--- src/nir_pkg.sv ---
package nir_pkg;

	// Register bus geometry.
	localparam int NIR_ADDR_W = 8;
	localparam int NIR_DATA_W = 32;
	localparam int NIR_STRB_W = 4;

	// Register byte offsets.
	localparam logic [7:0] NIR_OFS_BUS_OPT = 8'h20;
	localparam logic [7:0] NIR_OFS_ID_UPPER = 8'h24;
	localparam logic [7:0] NIR_OFS_ID_LOWER = 8'h28;
	localparam logic [7:0] NIR_OFS_ROM_BASE = 8'h34;

	// Bus options field positions.
	localparam int NIR_MAXREC_LSB = 12;
	localparam int NIR_MAXREC_W = 4;
	localparam int NIR_GEN_LSB = 6;
	localparam int NIR_GEN_W = 2;
	localparam int NIR_LNKSPD_LSB = 0;
	localparam int NIR_LNKSPD_W = 3;

	// Bus options reset and fixed values.
	localparam logic [3:0] NIR_MAXREC_RST = 4'hA;
	localparam logic [1:0] NIR_GEN_RST = 2'h0;
	localparam logic [2:0] NIR_LNKSPD_CODE = 3'h2;

	// Identity and ROM base layout and reset values.
	localparam logic [31:0] NIR_ID_RST = 32'h0000_0000;
	localparam int NIR_ROM_BASE_LSB = 10;
	localparam int NIR_ROM_BASE_W = 22;
	localparam logic [21:0] NIR_ROM_BASE_RST = 22'h00_0000;

	// Window of 1394 offsets served from host memory.
	localparam int NIR_OFS1394_W = 48;
	localparam logic [47:0] NIR_ROM_WIN_LO = 48'hFFFF_F000_0400;
	localparam logic [47:0] NIR_ROM_WIN_HI = 48'hFFFF_F000_07FF;

	typedef enum logic [3:0]
	{
		IDS_STRAP = 4'h1,
		IDS_EEPROM = 4'h2,
		IDS_HOST = 4'h4,
		IDS_LOCKED = 4'h8
	} nir_id_state_e;

	typedef struct packed
	{
		logic valid;
		logic [31:0] upper;
		logic [31:0] lower;
	} nir_eeprom_load_s;

	typedef struct packed
	{
		logic valid;
		logic [47:0] offset;
	} nir_rom_req_s;

	typedef struct packed
	{
		logic valid;
		logic hit;
		logic [31:0] host_addr;
	} nir_rom_resp_s;

	typedef struct packed
	{
		logic [63:0] node_uid;
		logic uid_valid;
		logic [3:0] max_rec;
		logic [1:0] gen;
		logic [2:0] link_speed;
	} nir_node_info_s;

endpackage

--- src/nir_regs.sv ---
// Implementation choice: register access over APB.
`timescale 1ns/1ps

// Overview of operation
// Bus options bits 11..8 read zero.
// Generation count advances after ROM change.
// Bus options bits 5..3 read zero.
// Link speed field always reads 010.
// Upper quadlet holds maker and serial high.
// Identity quadlets clear to zero at reset.
// EEPROM fills identity once, then locked.
// Without EEPROM, host loads once, then locked.
// Only global hard reset clears identity.
// Lower quadlet behaves like upper quadlet.
// ROM read address is base plus offset.
// ROM base bits 9..0 read zero.
// Max request resets to 2048 bytes, hard only.
// Writes to locked identity silently ignored.
module nir_regs
	import nir_pkg::*;
#(
	parameter int ADDR_W = NIR_ADDR_W
)
(
	input wire logic pclk,
	input wire logic presetn,
	input wire logic psel,
	input wire logic penable,
	input wire logic pwrite,
	input wire logic [ADDR_W-1:0] paddr,
	input wire logic [NIR_DATA_W-1:0] pwdata,
	input wire logic [NIR_STRB_W-1:0] pstrb,
	output logic [NIR_DATA_W-1:0] prdata,
	output logic pready,
	output logic pslverr,
	input wire logic eeprom_present,
	input wire nir_eeprom_load_s eeprom_load,
	input wire logic soft_reset,
	input wire logic bus_reset,
	input wire logic rom_image_changed,
	input wire nir_rom_req_s rom_rd_req,
	output nir_rom_resp_s rom_rd_resp,
	output nir_node_info_s node_info
);

	typedef struct packed
	{
		nir_id_state_e id_st;
		logic eeprom_seen;
		logic upper_lock;
		logic lower_lock;
		logic [31:0] node_id_upper;
		logic [31:0] node_id_lower;
		logic [NIR_ROM_BASE_W-1:0] rom_base;
		logic [NIR_MAXREC_W-1:0] max_rec;
		logic [NIR_GEN_W-1:0] gen;
		logic rom_dirty;
		logic [NIR_DATA_W-1:0] rdata;
		logic slverr;
	} nir_regs_state_s;

	nir_regs_state_s st_ff;
	nir_regs_state_s nxt_st;

	logic setup_ph;
	logic wr_acc;
	logic sel_bus_opt;
	logic sel_id_upper;
	logic sel_id_lower;
	logic sel_rom_base;
	logic mapped;
	logic [NIR_DATA_W-1:0] bus_opt_rd;
	logic [NIR_DATA_W-1:0] rom_base_rd;
	logic [NIR_DATA_W-1:0] rom_base_wr;
	logic host_id_load;
	logic eeprom_id_load;
	logic rom_change_evt;

	// Byte-lane merge; lanes whose strobe is low keep their old value.
	function automatic logic [31:0] nir_merge(
		input logic [31:0] old_val,
		input logic [31:0] new_val,
		input logic [3:0] strb
	);
		logic [31:0] res;
		res = old_val;
		for (int i = 0; i < 4; i++)
		begin
			if (strb[i])
			begin
				res[i*8 +: 8] = new_val[i*8 +: 8];
			end
		end
		return res;
	endfunction

	// The slave never stretches a transfer, so pready stays high.
	assign pready = 1'b1;
	assign setup_ph = psel & ~penable;
	assign wr_acc = psel & penable & pwrite;

	// Only exact word offsets decode; anything else is an error.
	assign sel_bus_opt = (paddr == ADDR_W'(NIR_OFS_BUS_OPT));
	assign sel_id_upper = (paddr == ADDR_W'(NIR_OFS_ID_UPPER));
	assign sel_id_lower = (paddr == ADDR_W'(NIR_OFS_ID_LOWER));
	assign sel_rom_base = (paddr == ADDR_W'(NIR_OFS_ROM_BASE));
	assign mapped = sel_bus_opt | sel_id_upper | sel_id_lower |
		sel_rom_base;

	// Unimplemented upper bus options fields read as zero here.
	always_comb
	begin
		bus_opt_rd = 32'h0000_0000;
		bus_opt_rd[NIR_MAXREC_LSB +: NIR_MAXREC_W] = st_ff.max_rec;
		bus_opt_rd[11:8] = 4'h0;
		bus_opt_rd[NIR_GEN_LSB +: NIR_GEN_W] = st_ff.gen;
		bus_opt_rd[5:3] = 3'h0;
		bus_opt_rd[NIR_LNKSPD_LSB +: NIR_LNKSPD_W] = NIR_LNKSPD_CODE;
	end

	always_comb
	begin
		rom_base_rd = 32'h0000_0000;
		rom_base_rd[NIR_ROM_BASE_LSB +: NIR_ROM_BASE_W] = st_ff.rom_base;
		rom_base_rd[9:0] = 10'h000;
	end

	assign rom_base_wr = nir_merge(rom_base_rd, pwdata, pstrb);

	// An EEPROM load only counts while the strap chose the EEPROM path.
	assign eeprom_id_load = (st_ff.id_st == IDS_EEPROM) & eeprom_load.valid;

	// A host write that actually lands in an identity quadlet.
	assign host_id_load = (st_ff.id_st == IDS_HOST) & wr_acc &
		((sel_id_upper & ~st_ff.upper_lock) |
		(sel_id_lower & ~st_ff.lower_lock));

	assign rom_change_evt = rom_image_changed | eeprom_id_load |
		host_id_load | (wr_acc & sel_rom_base);

	always_comb
	begin
		nxt_st = st_ff;

		// Read data is sampled in the setup phase so that the access
		// phase presents it straight from a flip-flop.
		if (setup_ph)
		begin
			nxt_st.slverr = ~mapped;
			nxt_st.rdata = 32'h0000_0000;
			if (!pwrite)
			begin
				if (sel_bus_opt)
				begin
					nxt_st.rdata = bus_opt_rd;
				end
				if (sel_id_upper)
				begin
					nxt_st.rdata = st_ff.node_id_upper;
				end
				if (sel_id_lower)
				begin
					nxt_st.rdata = st_ff.node_id_lower;
				end
				if (sel_rom_base)
				begin
					nxt_st.rdata = rom_base_rd;
				end
			end
		end

		// Identity load and lock sequence. No software or bus reset
		// reaches these fields; only presetn clears them.
		unique case (st_ff.id_st)
			IDS_STRAP:
			begin
				// The presence strap is caught once, after release.
				nxt_st.eeprom_seen = eeprom_present;
				nxt_st.id_st = eeprom_present ? IDS_EEPROM : IDS_HOST;
			end
			IDS_EEPROM:
			begin
				// Host writes are dropped while the EEPROM owns the quadlets.
				if (eeprom_load.valid)
				begin
					nxt_st.node_id_upper = eeprom_load.upper;
					nxt_st.node_id_lower = eeprom_load.lower;
					nxt_st.upper_lock = 1'b1;
					nxt_st.lower_lock = 1'b1;
					nxt_st.id_st = IDS_LOCKED;
				end
			end
			IDS_HOST:
			begin
				if (wr_acc && sel_id_upper && !st_ff.upper_lock)
				begin
					nxt_st.node_id_upper = nir_merge(st_ff.node_id_upper,
						pwdata, pstrb);
					nxt_st.upper_lock = 1'b1;
				end
				if (wr_acc && sel_id_lower && !st_ff.lower_lock)
				begin
					nxt_st.node_id_lower = nir_merge(st_ff.node_id_lower,
						pwdata, pstrb);
					nxt_st.lower_lock = 1'b1;
				end
				if (nxt_st.upper_lock && nxt_st.lower_lock)
				begin
					nxt_st.id_st = IDS_LOCKED;
				end
			end
			IDS_LOCKED:
			begin
				// Further writes fall through with no effect. R14
				nxt_st.id_st = IDS_LOCKED;
			end
			default:
			begin
				// A corrupted code must never reopen the quadlets.
				nxt_st.id_st = IDS_LOCKED;
				nxt_st.upper_lock = 1'b1;
				nxt_st.lower_lock = 1'b1;
			end
		endcase

		// Bus options and ROM base writes.
		if (wr_acc && sel_bus_opt && pstrb[1])
		begin
			nxt_st.max_rec = pwdata[NIR_MAXREC_LSB +: NIR_MAXREC_W];
		end
		if (wr_acc && sel_rom_base)
		begin
			nxt_st.rom_base = rom_base_wr[NIR_ROM_BASE_LSB +:
				NIR_ROM_BASE_W];
		end

		// A change is remembered until the next bus reset bumps the
		// generation or a software reset clears it. A change in the bus
		// reset cycle itself is kept for the following reset rather than lost.
		if (bus_reset && st_ff.rom_dirty)
		begin
			nxt_st.gen = st_ff.gen + 2'h1;
			nxt_st.rom_dirty = 1'b0;
		end
		if (wr_acc && sel_bus_opt && pstrb[0])
		begin
			nxt_st.gen = pwdata[NIR_GEN_LSB +: NIR_GEN_W];
		end
		if (soft_reset)
		begin
			// Max request is left alone by a software reset. R13
			nxt_st.gen = NIR_GEN_RST;
			nxt_st.rom_dirty = 1'b0;
		end
		if (rom_change_evt)
		begin
			nxt_st.rom_dirty = 1'b1;
		end
	end

	always_ff @(posedge pclk or negedge presetn)
	begin
		if (!presetn)
		begin
			st_ff.id_st <= IDS_STRAP;
			st_ff.eeprom_seen <= 1'b0;
			st_ff.upper_lock <= 1'b0;
			st_ff.lower_lock <= 1'b0;
			st_ff.node_id_upper <= NIR_ID_RST;
			st_ff.node_id_lower <= NIR_ID_RST;
			st_ff.rom_base <= NIR_ROM_BASE_RST;
			st_ff.max_rec <= NIR_MAXREC_RST;
			st_ff.gen <= NIR_GEN_RST;
			st_ff.rom_dirty <= 1'b0;
			st_ff.rdata <= 32'h0000_0000;
			st_ff.slverr <= 1'b0;
		end
		else
		begin
			st_ff <= nxt_st;
		end
	end

	assign prdata = st_ff.rdata;
	assign pslverr = psel & penable & st_ff.slverr;

	assign node_info.node_uid = {st_ff.node_id_upper, st_ff.node_id_lower};
	assign node_info.uid_valid = (st_ff.id_st == IDS_LOCKED);
	assign node_info.max_rec = st_ff.max_rec;
	assign node_info.gen = st_ff.gen;
	assign node_info.link_speed = NIR_LNKSPD_CODE;

	// Host memory address for configuration ROM quadlet reads.
	nir_rom_addr nir_rom_addr_i
	(
		.pclk(pclk),
		.presetn(presetn),
		.rom_base(st_ff.rom_base),
		.rd_req(rom_rd_req),
		.rd_resp(rom_rd_resp)
	);

endmodule

--- src/nir_rom_addr.sv ---
`timescale 1ns/1ps

module nir_rom_addr
	import nir_pkg::*;
(
	input wire logic pclk,
	input wire logic presetn,
	input wire logic [NIR_ROM_BASE_W-1:0] rom_base,
	input wire nir_rom_req_s rd_req,
	output nir_rom_resp_s rd_resp
);

	typedef struct packed
	{
		nir_rom_resp_s resp;
	} nir_rom_addr_state_s;

	nir_rom_addr_state_s st_ff;
	nir_rom_addr_state_s nxt_st;
	logic in_window;

	assign in_window = (rd_req.offset >= NIR_ROM_WIN_LO) &&
		(rd_req.offset <= NIR_ROM_WIN_HI);

	always_comb
	begin
		nxt_st = st_ff;
		nxt_st.resp.valid = rd_req.valid;
		nxt_st.resp.hit = rd_req.valid & in_window;
		// A miss answers with address zero so no stale base leaks out.
		if (rd_req.valid && in_window)
		begin
			nxt_st.resp.host_addr = {rom_base, 10'h000} +
				{22'h00_0000, rd_req.offset[9:0]};
		end
		else
		begin
			nxt_st.resp.host_addr = 32'h0000_0000;
		end
	end

	always_ff @(posedge pclk or negedge presetn)
	begin
		if (!presetn)
		begin
			st_ff <= '0;
		end
		else
		begin
			st_ff <= nxt_st;
		end
	end

	assign rd_resp = st_ff.resp;

endmodule

--- config.mk ---
export PLATFORM = sky130hd
export DESIGN_NAME = nir_regs
export DESIGN_NICKNAME = d
export VERILOG_FILES = /design/src/nir_pkg.sv /design/src/nir_regs.sv /design/src/nir_rom_addr.sv
export SDC_FILE = /design/constraint.sdc
export NUM_CORES = 1
export LEC_CHECK = 0
export BUFFER_PORTS_ARGS = -buffer_cell sky130_fd_sc_hd__buf_2
export CAP_MARGIN = 20
export CORE_MARGIN = 2
export CORE_UTILIZATION = 51
export DETAILED_ROUTE_END_ITERATION = 16
export GPL_ROUTABILITY_DRIVEN = 0
export PLACE_DENSITY = 0.82
export SLEW_MARGIN = 25
export SYNTH_ARGS = -nofsm -noshare
export SYNTH_HDL_FRONTEND = slang
export SYNTH_SLANG_ARGS = --single-unit
--- constraint.sdc ---
create_clock -name pclk -period 2.7 [get_ports pclk]
set_input_delay 0.54 -clock pclk [delete_from_list [all_inputs] [get_ports pclk]]
set_output_delay 0.54 -clock pclk [all_outputs]
set_load 0.005 [all_outputs]
Word-level counts from Yosys, hierarchy flattened:

Cells that the tools add are included.

* flip-flop bits (word level): 166
* output and inout port bits: 142
* word-level logic and storage cells: 123

* add/sub/neg operators: 2
* $lt $le $gt $ge: 2
* equality and inequality tests: 16
* multiplexer cells: 27
* bitwise gates (word level): 23
* reductions and logical operators: 31

Operator list (number)
* 32-bit two-way mux: 7
* 64-bit one-hot mux with 2 select lines: 1
* 66-bit two-way mux: 1
* 48-bit >= comparator (second input constant): 1
* 48-bit <= comparator (second input constant): 1
* 32-bit by 10-bit adder with 32-bit output: 1
* 8-bit by 6-bit equality test with 1-bit output (second input constant): 4
* 8-bit two-way mux: 4
* 4-bit AND reduction: 8
* 16-bit two-way mux: 1
* 1-bit logical AND: 12
* 4-bit one-hot mux with 3 select lines: 1
* 1-bit bitwise AND: 11
* 2-bit != test (second input constant): 5
* 2-bit AND reduction: 5
* 3-bit two-way mux: 3
* 4-bit two-way mux: 2
* 1-bit OR: 7
* 2-bit by 1-bit != test with 1-bit output (second input constant): 3
* 2-bit one-hot mux with 3 select lines: 1
* 3-bit nonzero test: 2
* 1-bit two-way mux: 5
* 1-bit inverter: 5
* 4-bit by 1-bit equality test with 1-bit output (second input constant): 1
* 8 further kinds: 9

Logic depth before layout (Yosys ltp):

Gate-level depths: netlist of the first run.

* word-level depth: 9
* mapped depth: 7
* mapped depth without buffers: 4

Modules after synthesis:

Synthesis of the first run repeated with hierarchy kept, for this count alone.

* cells, all modules: 865
* area total of the unflattened synthesis: 8788.4 um^2

Modules (own cells, without submodules)
* nir_regs: times used 1, cells an instance 742, area each 7231.9 um^2, seq. area each 3306.9 um^2
* nir_rom_addr: times used 1, cells an instance 123, area each 1556.5 um^2, seq. area each 850.8 um^2

Least setup slack after synthesis of the first run:

OpenSTA, ideal clock, no wires.

* path kind: input to register
* from: input port paddr[3]
* to: register st_ff (netlist bit node_info[42])
* library setup time: 0.125 ns
* data arrival time: 2.464 ns
* data required time: 2.575 ns
* slack: 0.111 ns
* stages: 7
* buffers on the path: 3
* path through: buf_6 or4b_4 buf_6 or4_1 buf_6 a21oi_4 mux2_4

* longest elaborated chain between the ends: 5

RTL lines
* start: declaration: RTL line nir_regs.sv:30 `input wire logic [ADDR_W-1:0] paddr,`
* 8-bit by 6-bit equality test with 1-bit output: RTL line nir_regs.sv:104 `assign sel_id_upper = (paddr == ADDR_W'(NIR_OFS_ID_UPPER));`
* 1-bit logical AND (2 in a row): RTL line nir_regs.sv:195 `if (wr_acc && sel_id_upper && !st_ff.upper_lock)`
* 2-bit by 1-bit != test with 1-bit output (no source line)
* 4-bit AND reduction (no source line)
* end signal: assignment: RTL line nir_regs.sv:280 `st_ff <= nxt_st;`
* end: declaration: RTL line nir_regs.sv:62 `nir_regs_state_s st_ff;`

Every way passes these cells.
A chain may end at the register's enable or synchronous reset.

Worst setup path in the final report of the first run:

* from: input port paddr[4]
* to: register st_ff (netlist bit node_info[56])

The elaborated chain is that of the path after synthesis.

==> impl_metrics.toml, run 1 <==
[detailed_routing]
first_pass_iters = 5
wl_mm = 23.7
detailed_route_wire_length_per_cell_microns = 19.2
post-route-drc-count = 0
dr.first_iter.drc_count = 418
via_count = 6716
avgViaCountPerCell = 5.45
route.antenna.remaining_nets = 0

[sta]
layout_worst_path_cycle_share = 0.856
fin_tns_setup_ps = 0
setup_viol = 0
final_hold_vio_count = 0
maxSlewHeadroom = 0.497
grt_setup_unrepaired = "no"
max_clock_freq_ghz = 0.433
finalCriticalPeriod_ps = 2310
final.setup_skew_ps = 8.51
post-route-worst-setup-slack_ps = 389
worst_pin_slew_ps = 746
timing.final.max_slew_violations = 0

[synthesis]
synth_enable_flop_cells = 0
synth_top_family_by_area = "multiplexers"
netlist_top_cells_area = "dfrtp_1 (47%), mux2_2 (18%), buf_4 (9.2%), o21ai_0 (3.3%), mux2_4 (2.8%)"
synth_seq_cells = 166
muxShareOfSynthArea = 0.210
synth-simple-area-share = 0.112
synthDistinctLibCells = 47
post_synth_xor_area_fraction = 0.00302
synth_top_area_share = 0.469
async_flop_share = 1.00
compound_gate_fraction_of_synth_area = 0.0841
largest_area_contributor_in_the_synthesized_netlist = "dfrtp_1"
synthesis.yosys.warnings = 0
synthCells = 774
synth_adder_area_share = 0
yosysSeqAreaShare = 0.478
syn_area_sq_mm = 0.00869
ys.flop_type = "dfrtp_1"
post_synth.cell_area_avg_sq_um = 11.2

[worst_setup_path]
crit_arrival_ps = 2610
timing.critical_path.from_type = "input pin"
cp-end-kind = "register"
setup.reg_to_reg.worst_slack_ps = 470
cp_data_required_time_ps = 3000
worst_setup_path_type = "in2reg"
ff2ff_path_depth = 4
worst-path-max-fanout = 8

[placed_design]
place_area_sq_mm = 0.0100
hpwl_mm = 17.4
place.detailed.instances = 1199
place_ws_ps = -44.7
port_buffers = 304

[run_status]
run_status = "complete, no violations"

[layout]
mostFrequentLayoutCell = "buf_2"
layout.cell_area.non_filler_sq_mm = 0.0106
final_net_count = 1165
leading_cell_types_in_the_layout_fill_and_taps_excluded = "buf_2 (303), dfrtp_1 (163), mux2_2 (139)"
instances_no_fill = 1232
layout-drive-gt1-share = 0.540
area_delta_synth_final_pct = 21.8

[clock_tree]
post_cts_resize_count = 0
cts.repair_timing.setup_buffer_count = 0
htree_num_levels = 4
cts_tree = "built"
buffer_levels_on_the_longest_clock_path = 2
clock-sinks = 166
numCtsBuffers = 17
clk-insertion-delay-late_ps = 420
ctsHoldBuffers = 0
clock_tree.root_cell = "clkbuf_16"
path_clk_slew_ps = 60

[floorplanning]
initial_core_util = 0.522
row_count = 47
coreArea_sq_mm = 0.0166
floorplan.die.width_microns = 135
floorplan.io_pins = 309
die_outline_area_sq_mm = 0.0181
die_h_microns = 135

[power]
total_power_mw = 5.40
power.static_leakage_nw = 5.43
irDropWorstVdd_uv = 425
power_density_mw_per_mm2 = 510

[global_route]
first_pass_grt_wire_length_mm = 36.3
grt.total_usage = 0.263
number_of_antenna_violations_at_the_first_check_in_global_routing = 2
grt_start_max_net_pins = 59
first_global_vias = 6676
grt_overflow_total = 0

[worst_hold_path]
hold_path.class = "in2async"

[run]
timing.max_cap.violations = 0
-- sequential cells by signal, summed over array words and instances (netlist names) --
| register | cells |
|---|---|
| st_ff | 8 |
| node_info | 70 |
| nir_rom_addr_i.rd_resp | 34 |
| rom_base_rd | 22 |
| prdata | 32 |
-- layer usage --
metal,part of all wire,vias to the layer above,GRT usage
li1,-,3054,-
met1,0.42,3328,0.341
met2,0.50,290,0.436
met3,0.062,42,0.0638
met4,0.024,2,0.0918
met5,0.00046,-,0
-- final timing paths --
| kind | startpoint | end |
|---|---|---|
| setup / recovery | paddr[4] | node_info[56] |
| hold / removal | presetn | rom_base_rd[30] |
| setup reg to reg | st_ff[130] | node_info[52] |
| hold reg to reg | prdata[11] | prdata[11] |
| max in group asynchronous | presetn | node_info[25] |
| min in group pclk | rom_rd_req[48] | nir_rom_addr_i.rd_resp[33] |
-- layout make-up --
class,instances,area (sq um)
clock buffers,22,464
multi-input cells,467,3600
clock inverters,10,100
flip-flops and latches,166,4160
inverters,3,11.3
fillers,1286,6060
diodes,1,2.50
well taps,220,275
repair buffers,343,1970
-- worst max-delay path, cell delays in order --
cell and delay [ps]:
buf_2 110, or4b_1 590, or4_1 530, buf_4 200
a21oi_4 170, buf_12 150, mux2_2 330
-- Yosys cell counts (4+ instances only) --
master,n
nor2_1,59
nand3_1,7
a22oi_1,11
a21oi_1,23
mux2_4,16
and2_1,32
a221oi_1,5
or4_1,4
buf_4,107
nand2_1,42
nor3b_1,4
nor4b_1,4
mux2_2,139
o21ai_0,57
a21oi_4,8
and3b_1,5
dfrtp_1,163
clkbuf_1,27
nand4_1,7
-- per-stage QoR --
stage	util	hold WS, ps
after floorplan	-	244
after global placement	0.602	459
after detailed placement	0.602	465
after CTS	0.636	105
after global routing	0.636	123
final	0.636	69.8
-- cell families after synthesis --
| logic type | Yosys count |
|---|---|
| simple gates | 188 |
| flops | 166 |
| mux | 157 |
| buf+inv | 144 |
| compound gates | 114 |
| xor+xnor | 3 |
| other cells | 2 |
-- where the power goes --
part / leakage [nW] / switching, mW / internal [mW] / total, mW
combinational: 2.90 / 0.233 / 0.251 / 0.484
sequential: 2.26 / 0.0550 / 2.55 / 2.61
clock: 0.268 / 0.985 / 1.32 / 2.31
Power figures use the tool's default switching activity.
==> run 2: changes to the inputs <==
--- a/config.mk
+++ b/config.mk
@@ -7,6 +7,7 @@
 export LEC_CHECK = 0
 export BUFFER_PORTS_ARGS = -buffer_cell sky130_fd_sc_hd__buf_2
 export CAP_MARGIN = 20
+export CORE_ASPECT_RATIO = 1.5
 export CORE_MARGIN = 2
 export CORE_UTILIZATION = 51
 export DETAILED_ROUTE_END_ITERATION = 16
==> run 2 against run 1 <==
Effect of this change:
- routed wire length grew 0.24%
- clock power grew 5%
- worst setup slack lost 27 ps
- non-clock buffer count shrank 7
- cell count shrank 1.3%
- worst hold slack gained 5.4 ps
- first-iteration DRC count shrank 6.2%
- critical path depth shrank 1
- sequential cell count is the same
- sequential power is essentially flat
- sequential share of layout area grew 0.24 points
- largest cell class unchanged
- highest routed layer unchanged
==> impl_metrics.toml, run 2 (synthesis gave the netlist of run 1 again) <==
[detailed_routing]
via_count = 6632
first_pass_iters = 4
dr.first_iter.drc_count = 392
post-route-drc-count = 0
avgViaCountPerCell = 5.45
wl_mm = 23.7
route.antenna.remaining_nets = 0
detailed_route_wire_length_per_cell_microns = 19.5

[sta]
final.setup_skew_ps = 13.8
worst_pin_slew_ps = 750
setup_viol = 0
max_clock_freq_ghz = 0.428
grt_setup_unrepaired = "no"
finalCriticalPeriod_ps = 2340
hold_ws_ps = 75.1
final_hold_vio_count = 0
maxSlewHeadroom = 0.496
timing.final.max_slew_violations = 0
layout_worst_path_cycle_share = 0.866

[worst_setup_path]
timing.critical_path.from_type = "input pin"
worst-path-max-fanout = 8
crit_path_start = "paddr[4]"
cp_data_required_time_ps = 3010
reg2reg_from = "st_ff[130]"
cp-end-kind = "register"
crit_arrival_ps = 2650
worst_setup_path_type = "in2reg"

[global_route]
grt.total_usage = 0.262
first_global_vias = 6895
grt_start_max_net_pins = 61
grt_overflow_total = 0
first_pass_grt_wire_length_mm = 36.8
number_of_antenna_violations_at_the_first_check_in_global_routing = 3

[layout]
mostFrequentLayoutCell = "buf_2"
final_net_count = 1158
area_delta_synth_final_pct = 21.0
instances_no_fill = 1216
largest_register_ffs = 70
final_core_utilization = 0.628
layout.cell_area.non_filler_sq_mm = 0.0105
leading_cell_types_in_the_layout_fill_and_taps_excluded = "buf_2 (303), dfrtp_1 (163), mux2_2 (139)"
layout-drive-gt1-share = 0.540

[clock_tree]
clock-sinks = 166
post_cts_resize_count = 0
clk-insertion-delay-late_ps = 440
numCtsBuffers = 17
clock_tree.root_cell = "clkbuf_16"
path_clk_slew_ps = 70
buffer_levels_on_the_longest_clock_path = 2
htree_num_levels = 4
ctsHoldBuffers = 0
cts.repair_timing.setup_buffer_count = 0
cts_tree = "built"

[floorplanning]
row_count = 58
die_outline_area_sq_mm = 0.0181
die_h_microns = 164
floorplan.die.width_microns = 111
coreArea_sq_mm = 0.0168
initial_core_util = 0.519
floorplan.io_pins = 309

[power]
irDropWorstVdd_uv = 438
power_density_mw_per_mm2 = 523
total_power_mw = 5.50
power.static_leakage_nw = 5.40

[run]
timing.max_cap.violations = 0

[run_status]
run_status = "complete, no violations"

[worst_hold_path]
hold_path.class = "in2async"

[placed_design]
port_buffers = 304
place_area_sq_mm = 0.00993
place.detailed.instances = 1182
hpwl_mm = 17.7
[run 2: cell count changes in the layout (fill, tap and decap cells not counted), sizes merged]
| cell | change |
|---|---|
| buf | -7 |
| clkbuf | -5 |
| clkinv | -1 |
| clkinvlp | -1 |
| diode | +1 |
| inv | +7 |
[run 2: metrics by stage]
stage	TNS (ps)	worst slack, ps
floorplan	0	111
global placement	-567	-40.5
detailed placement	-3460	-103
CTS	0	365
global route	0	305
finish	0	362
[run 2: where the power goes]
group	total [mW]	internal, mW	switching, mW
Sequential	2.61	2.55	0.0566
Combinational	0.483	0.250	0.233
Clock	2.42	1.31	1.10
Total	5.50	4.11	1.39
[run 2: routing by layer]
layer | global-route usage | up-vias | share of wire
met1 | 0.293 | 3234 | 0.37
met5 | 0 | - | 0.00030
met4 | 0.142 | 2 | 0.041
li1 | - | 3041 | -
met2 | 0.460 | 292 | 0.52
met3 | 0.0679 | 63 | 0.067
[run 2: final timing paths]
check / cells past startpoint / endpoint / slack, ps
setup reg to reg: 4 / node_info[51] / 510
setup / recovery: 6 / node_info[57] / 360
max in group asynchronous: 2 / node_info[6] / 1860
min in group pclk: 1 / nir_rom_addr_i.rd_resp[33] / 230
hold / removal: 1 / node_info[3] / 80
hold reg to reg: 2 / prdata[20] / 480
[run 2: area by class of cell]
class | count | area [sq um]
tap | 210 | 263
clock buffer | 17 | 425
sequential | 166 | 4160
antenna | 2 | 5.00
multi-input combinational | 467 | 3600
inverter | 3 | 11.3
fill | 1347 | 6240
clock inverter | 15 | 163
timing repair buffer | 336 | 1890
[run 2: critical path: stages]
cell and delay [ps]:
buf_2 110, or4b_1 600, or4_1 520, buf_4 200, a21oi_4 310, mux2_2 370
==> run 3: changes to the inputs <==
--- a/config.mk
+++ b/config.mk
@@ -7,12 +7,14 @@
 export LEC_CHECK = 0
 export BUFFER_PORTS_ARGS = -buffer_cell sky130_fd_sc_hd__buf_2
 export CAP_MARGIN = 20
+export CELL_PAD_IN_SITES_DETAIL_PLACEMENT = 1
+export CELL_PAD_IN_SITES_GLOBAL_PLACEMENT = 2
 export CORE_ASPECT_RATIO = 1.5
 export CORE_MARGIN = 2
-export CORE_UTILIZATION = 51
+export CORE_UTILIZATION = 31
 export DETAILED_ROUTE_END_ITERATION = 16
 export GPL_ROUTABILITY_DRIVEN = 0
-export PLACE_DENSITY = 0.82
+export PLACE_DENSITY_LB_ADDON = 0.1
 export SLEW_MARGIN = 25
 export SYNTH_ARGS = -nofsm -noshare
 export SYNTH_HDL_FRONTEND = slang
==> run 3 against run 2 <==
Effect of this change:
- total power grew 0.29%
- first-iteration DRC count shrank 65%
- core utilization shrank 24 points
- die area grew 62%
- design area grew 2.5%
- critical endpoint is now node_info[40]
- count of clock-buffer cells in the layout grew 3
- non-clock buffer count grew 9
- via count shrank 1.6%
- cell count grew 12%
- highest routed layer is now met4
- register-to-register slack lost 50 ps
- worst hold slack lost 21 ps
==> impl_metrics.toml, run 3 (synthesis gave the netlist of run 1 again) <==
[sta]
layout_worst_path_cycle_share = 0.872
grt_setup_unrepaired = "no"
setup_viol = 0
final_hold_vio_count = 0
final.setup_skew_ps = 7.92
hold_ws_ps = 53.9
finalCriticalPeriod_ps = 2350
maxSlewHeadroom = 0.529
worst_pin_slew_ps = 700
timing.final.max_slew_violations = 0
max_clock_freq_ghz = 0.425

[layout]
final_net_count = 1167
final.fill_count = 3126
final-seq-area_sq_mm = 0.00416
final_core_utilization = 0.388
largest_register_ffs = 70
leading_cell_types_in_the_layout_fill_and_taps_excluded = "buf_2 (303), dfrtp_1 (163), mux2_2 (139)"
mostFrequentLayoutCell = "buf_2"
layout-drive-gt1-share = 0.543
area_delta_synth_final_pct = 24.1
area_used_by_multi_input_combinational_logic_sq_mm = 0.00361

[clock_tree]
clock_tree.root_cell = "clkbuf_16"
ctsHoldBuffers = 0
buffer_levels_on_the_longest_clock_path = 2
cts_tree = "built"
path_clk_slew_ps = 70
numCtsBuffers = 17
htree_num_levels = 4
clk-insertion-delay-late_ps = 430
cts.repair_timing.setup_buffer_count = 0
clock-sinks = 166
post_cts_resize_count = 0

[worst_setup_path]
timing.critical_path.from_type = "input pin"
setup.reg_to_reg.worst_slack_ps = 460
cp_data_required_time_ps = 3010
cp-end-kind = "register"
reg2reg_from = "st_ff[130]"
ff2ff_path_depth = 4
worstReg2RegEnd = "node_info[59]"
worst-path-max-fanout = 8
worst_setup_path_type = "in2reg"
crit_arrival_ps = 2670

[detailed_routing]
detailed_route_wire_length_per_cell_microns = 21.1
first_pass_iters = 4
avgViaCountPerCell = 4.80
wl_mm = 28.7
post-route-drc-count = 0
route.antenna.remaining_nets = 0
dr.first_iter.drc_count = 136
via_count = 6524

[global_route]
grt_overflow_total = 0
grt.total_usage = 0.197
first_pass_grt_wire_length_mm = 43.3
number_of_antenna_violations_at_the_first_check_in_global_routing = 1
first_global_vias = 7051
grt_start_max_net_pins = 63

[power]
pwr-share-seq = 0.472
p_sw_mw = 1.38
clkPwrFrac = 0.437
comb_power_share = 0.090
swShare = 0.251
irDropWorstVdd_uv = 416
power_density_mw_per_mm2 = 512
p_int_mw = 4.14
power.static_leakage_nw = 5.44

[floorplanning]
coreArea_sq_mm = 0.0278
die_outline_area_sq_mm = 0.0294
die_h_microns = 209
row_count = 75
floorplan.die.width_microns = 141
floorplan.io_pins = 309
initial_core_util = 0.313

[placed_design]
port_buffers = 304
hpwl_mm = 21.5

[run]
timing.max_cap.violations = 0

[run_status]
run_status = "complete, no violations"

[worst_hold_path]
hold_path.class = "in2async"
-- run 3: changes by cell type in the layout (fill, tap and decap cells not counted) --
cell        previous run  this run
inv_6                  6         2
inv_8                  2         1
clkinv_8               1         0
buf_12                10        13
buf_4                 22        28
nor2_4                 0         1
clkbuf_8               0         2
clkinv_2               0         1
clkbuf_1               0         1
clkinvlp_4             2         4
nor2_2                 1         0
diode_2                2         1
-- run 3: metal layers --
metal / vias to the layer above / share of wire / track usage
met1: 3254 / 0.38 / 0.216
met4: 0 / 0.011 / 0.0490
met3: 15 / 0.051 / 0.0447
li1: 3041 / - / -
met5: - / 0 / 0
met2: 214 / 0.56 / 0.377
-- run 3: through the flow --
stage	worst slack, ps	instance area [sq um]	power [mW]	TNS [ps]	instances
6_report	345	10800	5.52	0	1360
5_1_grt	304	10800	5.76	0	1359
4_1_cts	360	10800	5.62	0	1359
3_5_place_dp	-106	10200	3.17	-4550	1327
3_3_place_gp	-84.7	10200	3.16	-3530	1327
2_1_floorplan	111	8700	2.90	0	777
-- run 3: worst max-delay path by stage --
stage          depth (start not counted)       endpoint  slack, ps     start
2_1_floorplan                          7  node_info[42]        110  paddr[3]
3_3_place_gp                           7  node_info[26]        -80  paddr[4]
3_5_place_dp                           7  node_info[30]       -110  paddr[4]
4_1_cts                                7  node_info[30]        360  paddr[4]
5_1_grt                                7  node_info[59]        300  paddr[4]
6_report                               7  node_info[40]        350  paddr[4]
-- run 3: cell type report --
cell class / count / share of cell area
Timing Repair Buffer: 345 / 0.185
Clock inverter: 12 / 0.0111
Antenna cell: 1 / 0.000232
Inverter: 3 / 0.00104
Sequential cell: 166 / 0.385
Clock buffer: 20 / 0.0423
Multi-Input combinational cell: 467 / 0.334
Tap cell: 346 / 0.0401
-- run 3: worst max-delay path: stages --
cell,delay (ps)
buf_2,100
or4b_1,600
or4_1,580
buf_4,190
a21oi_4,170
buf_12,150
mux2_2,330
-- run 3: power by group through the flow --
stage	Clock, mW	Combinational, mW	Sequential [mW]
final	2.41	0.499	2.61
after global routing	2.59	0.554	2.62
after CTS	2.49	0.515	2.61
after detailed placement	0	0.512	2.66
after global placement	0	0.509	2.66
after floorplan	0	0.262	2.63
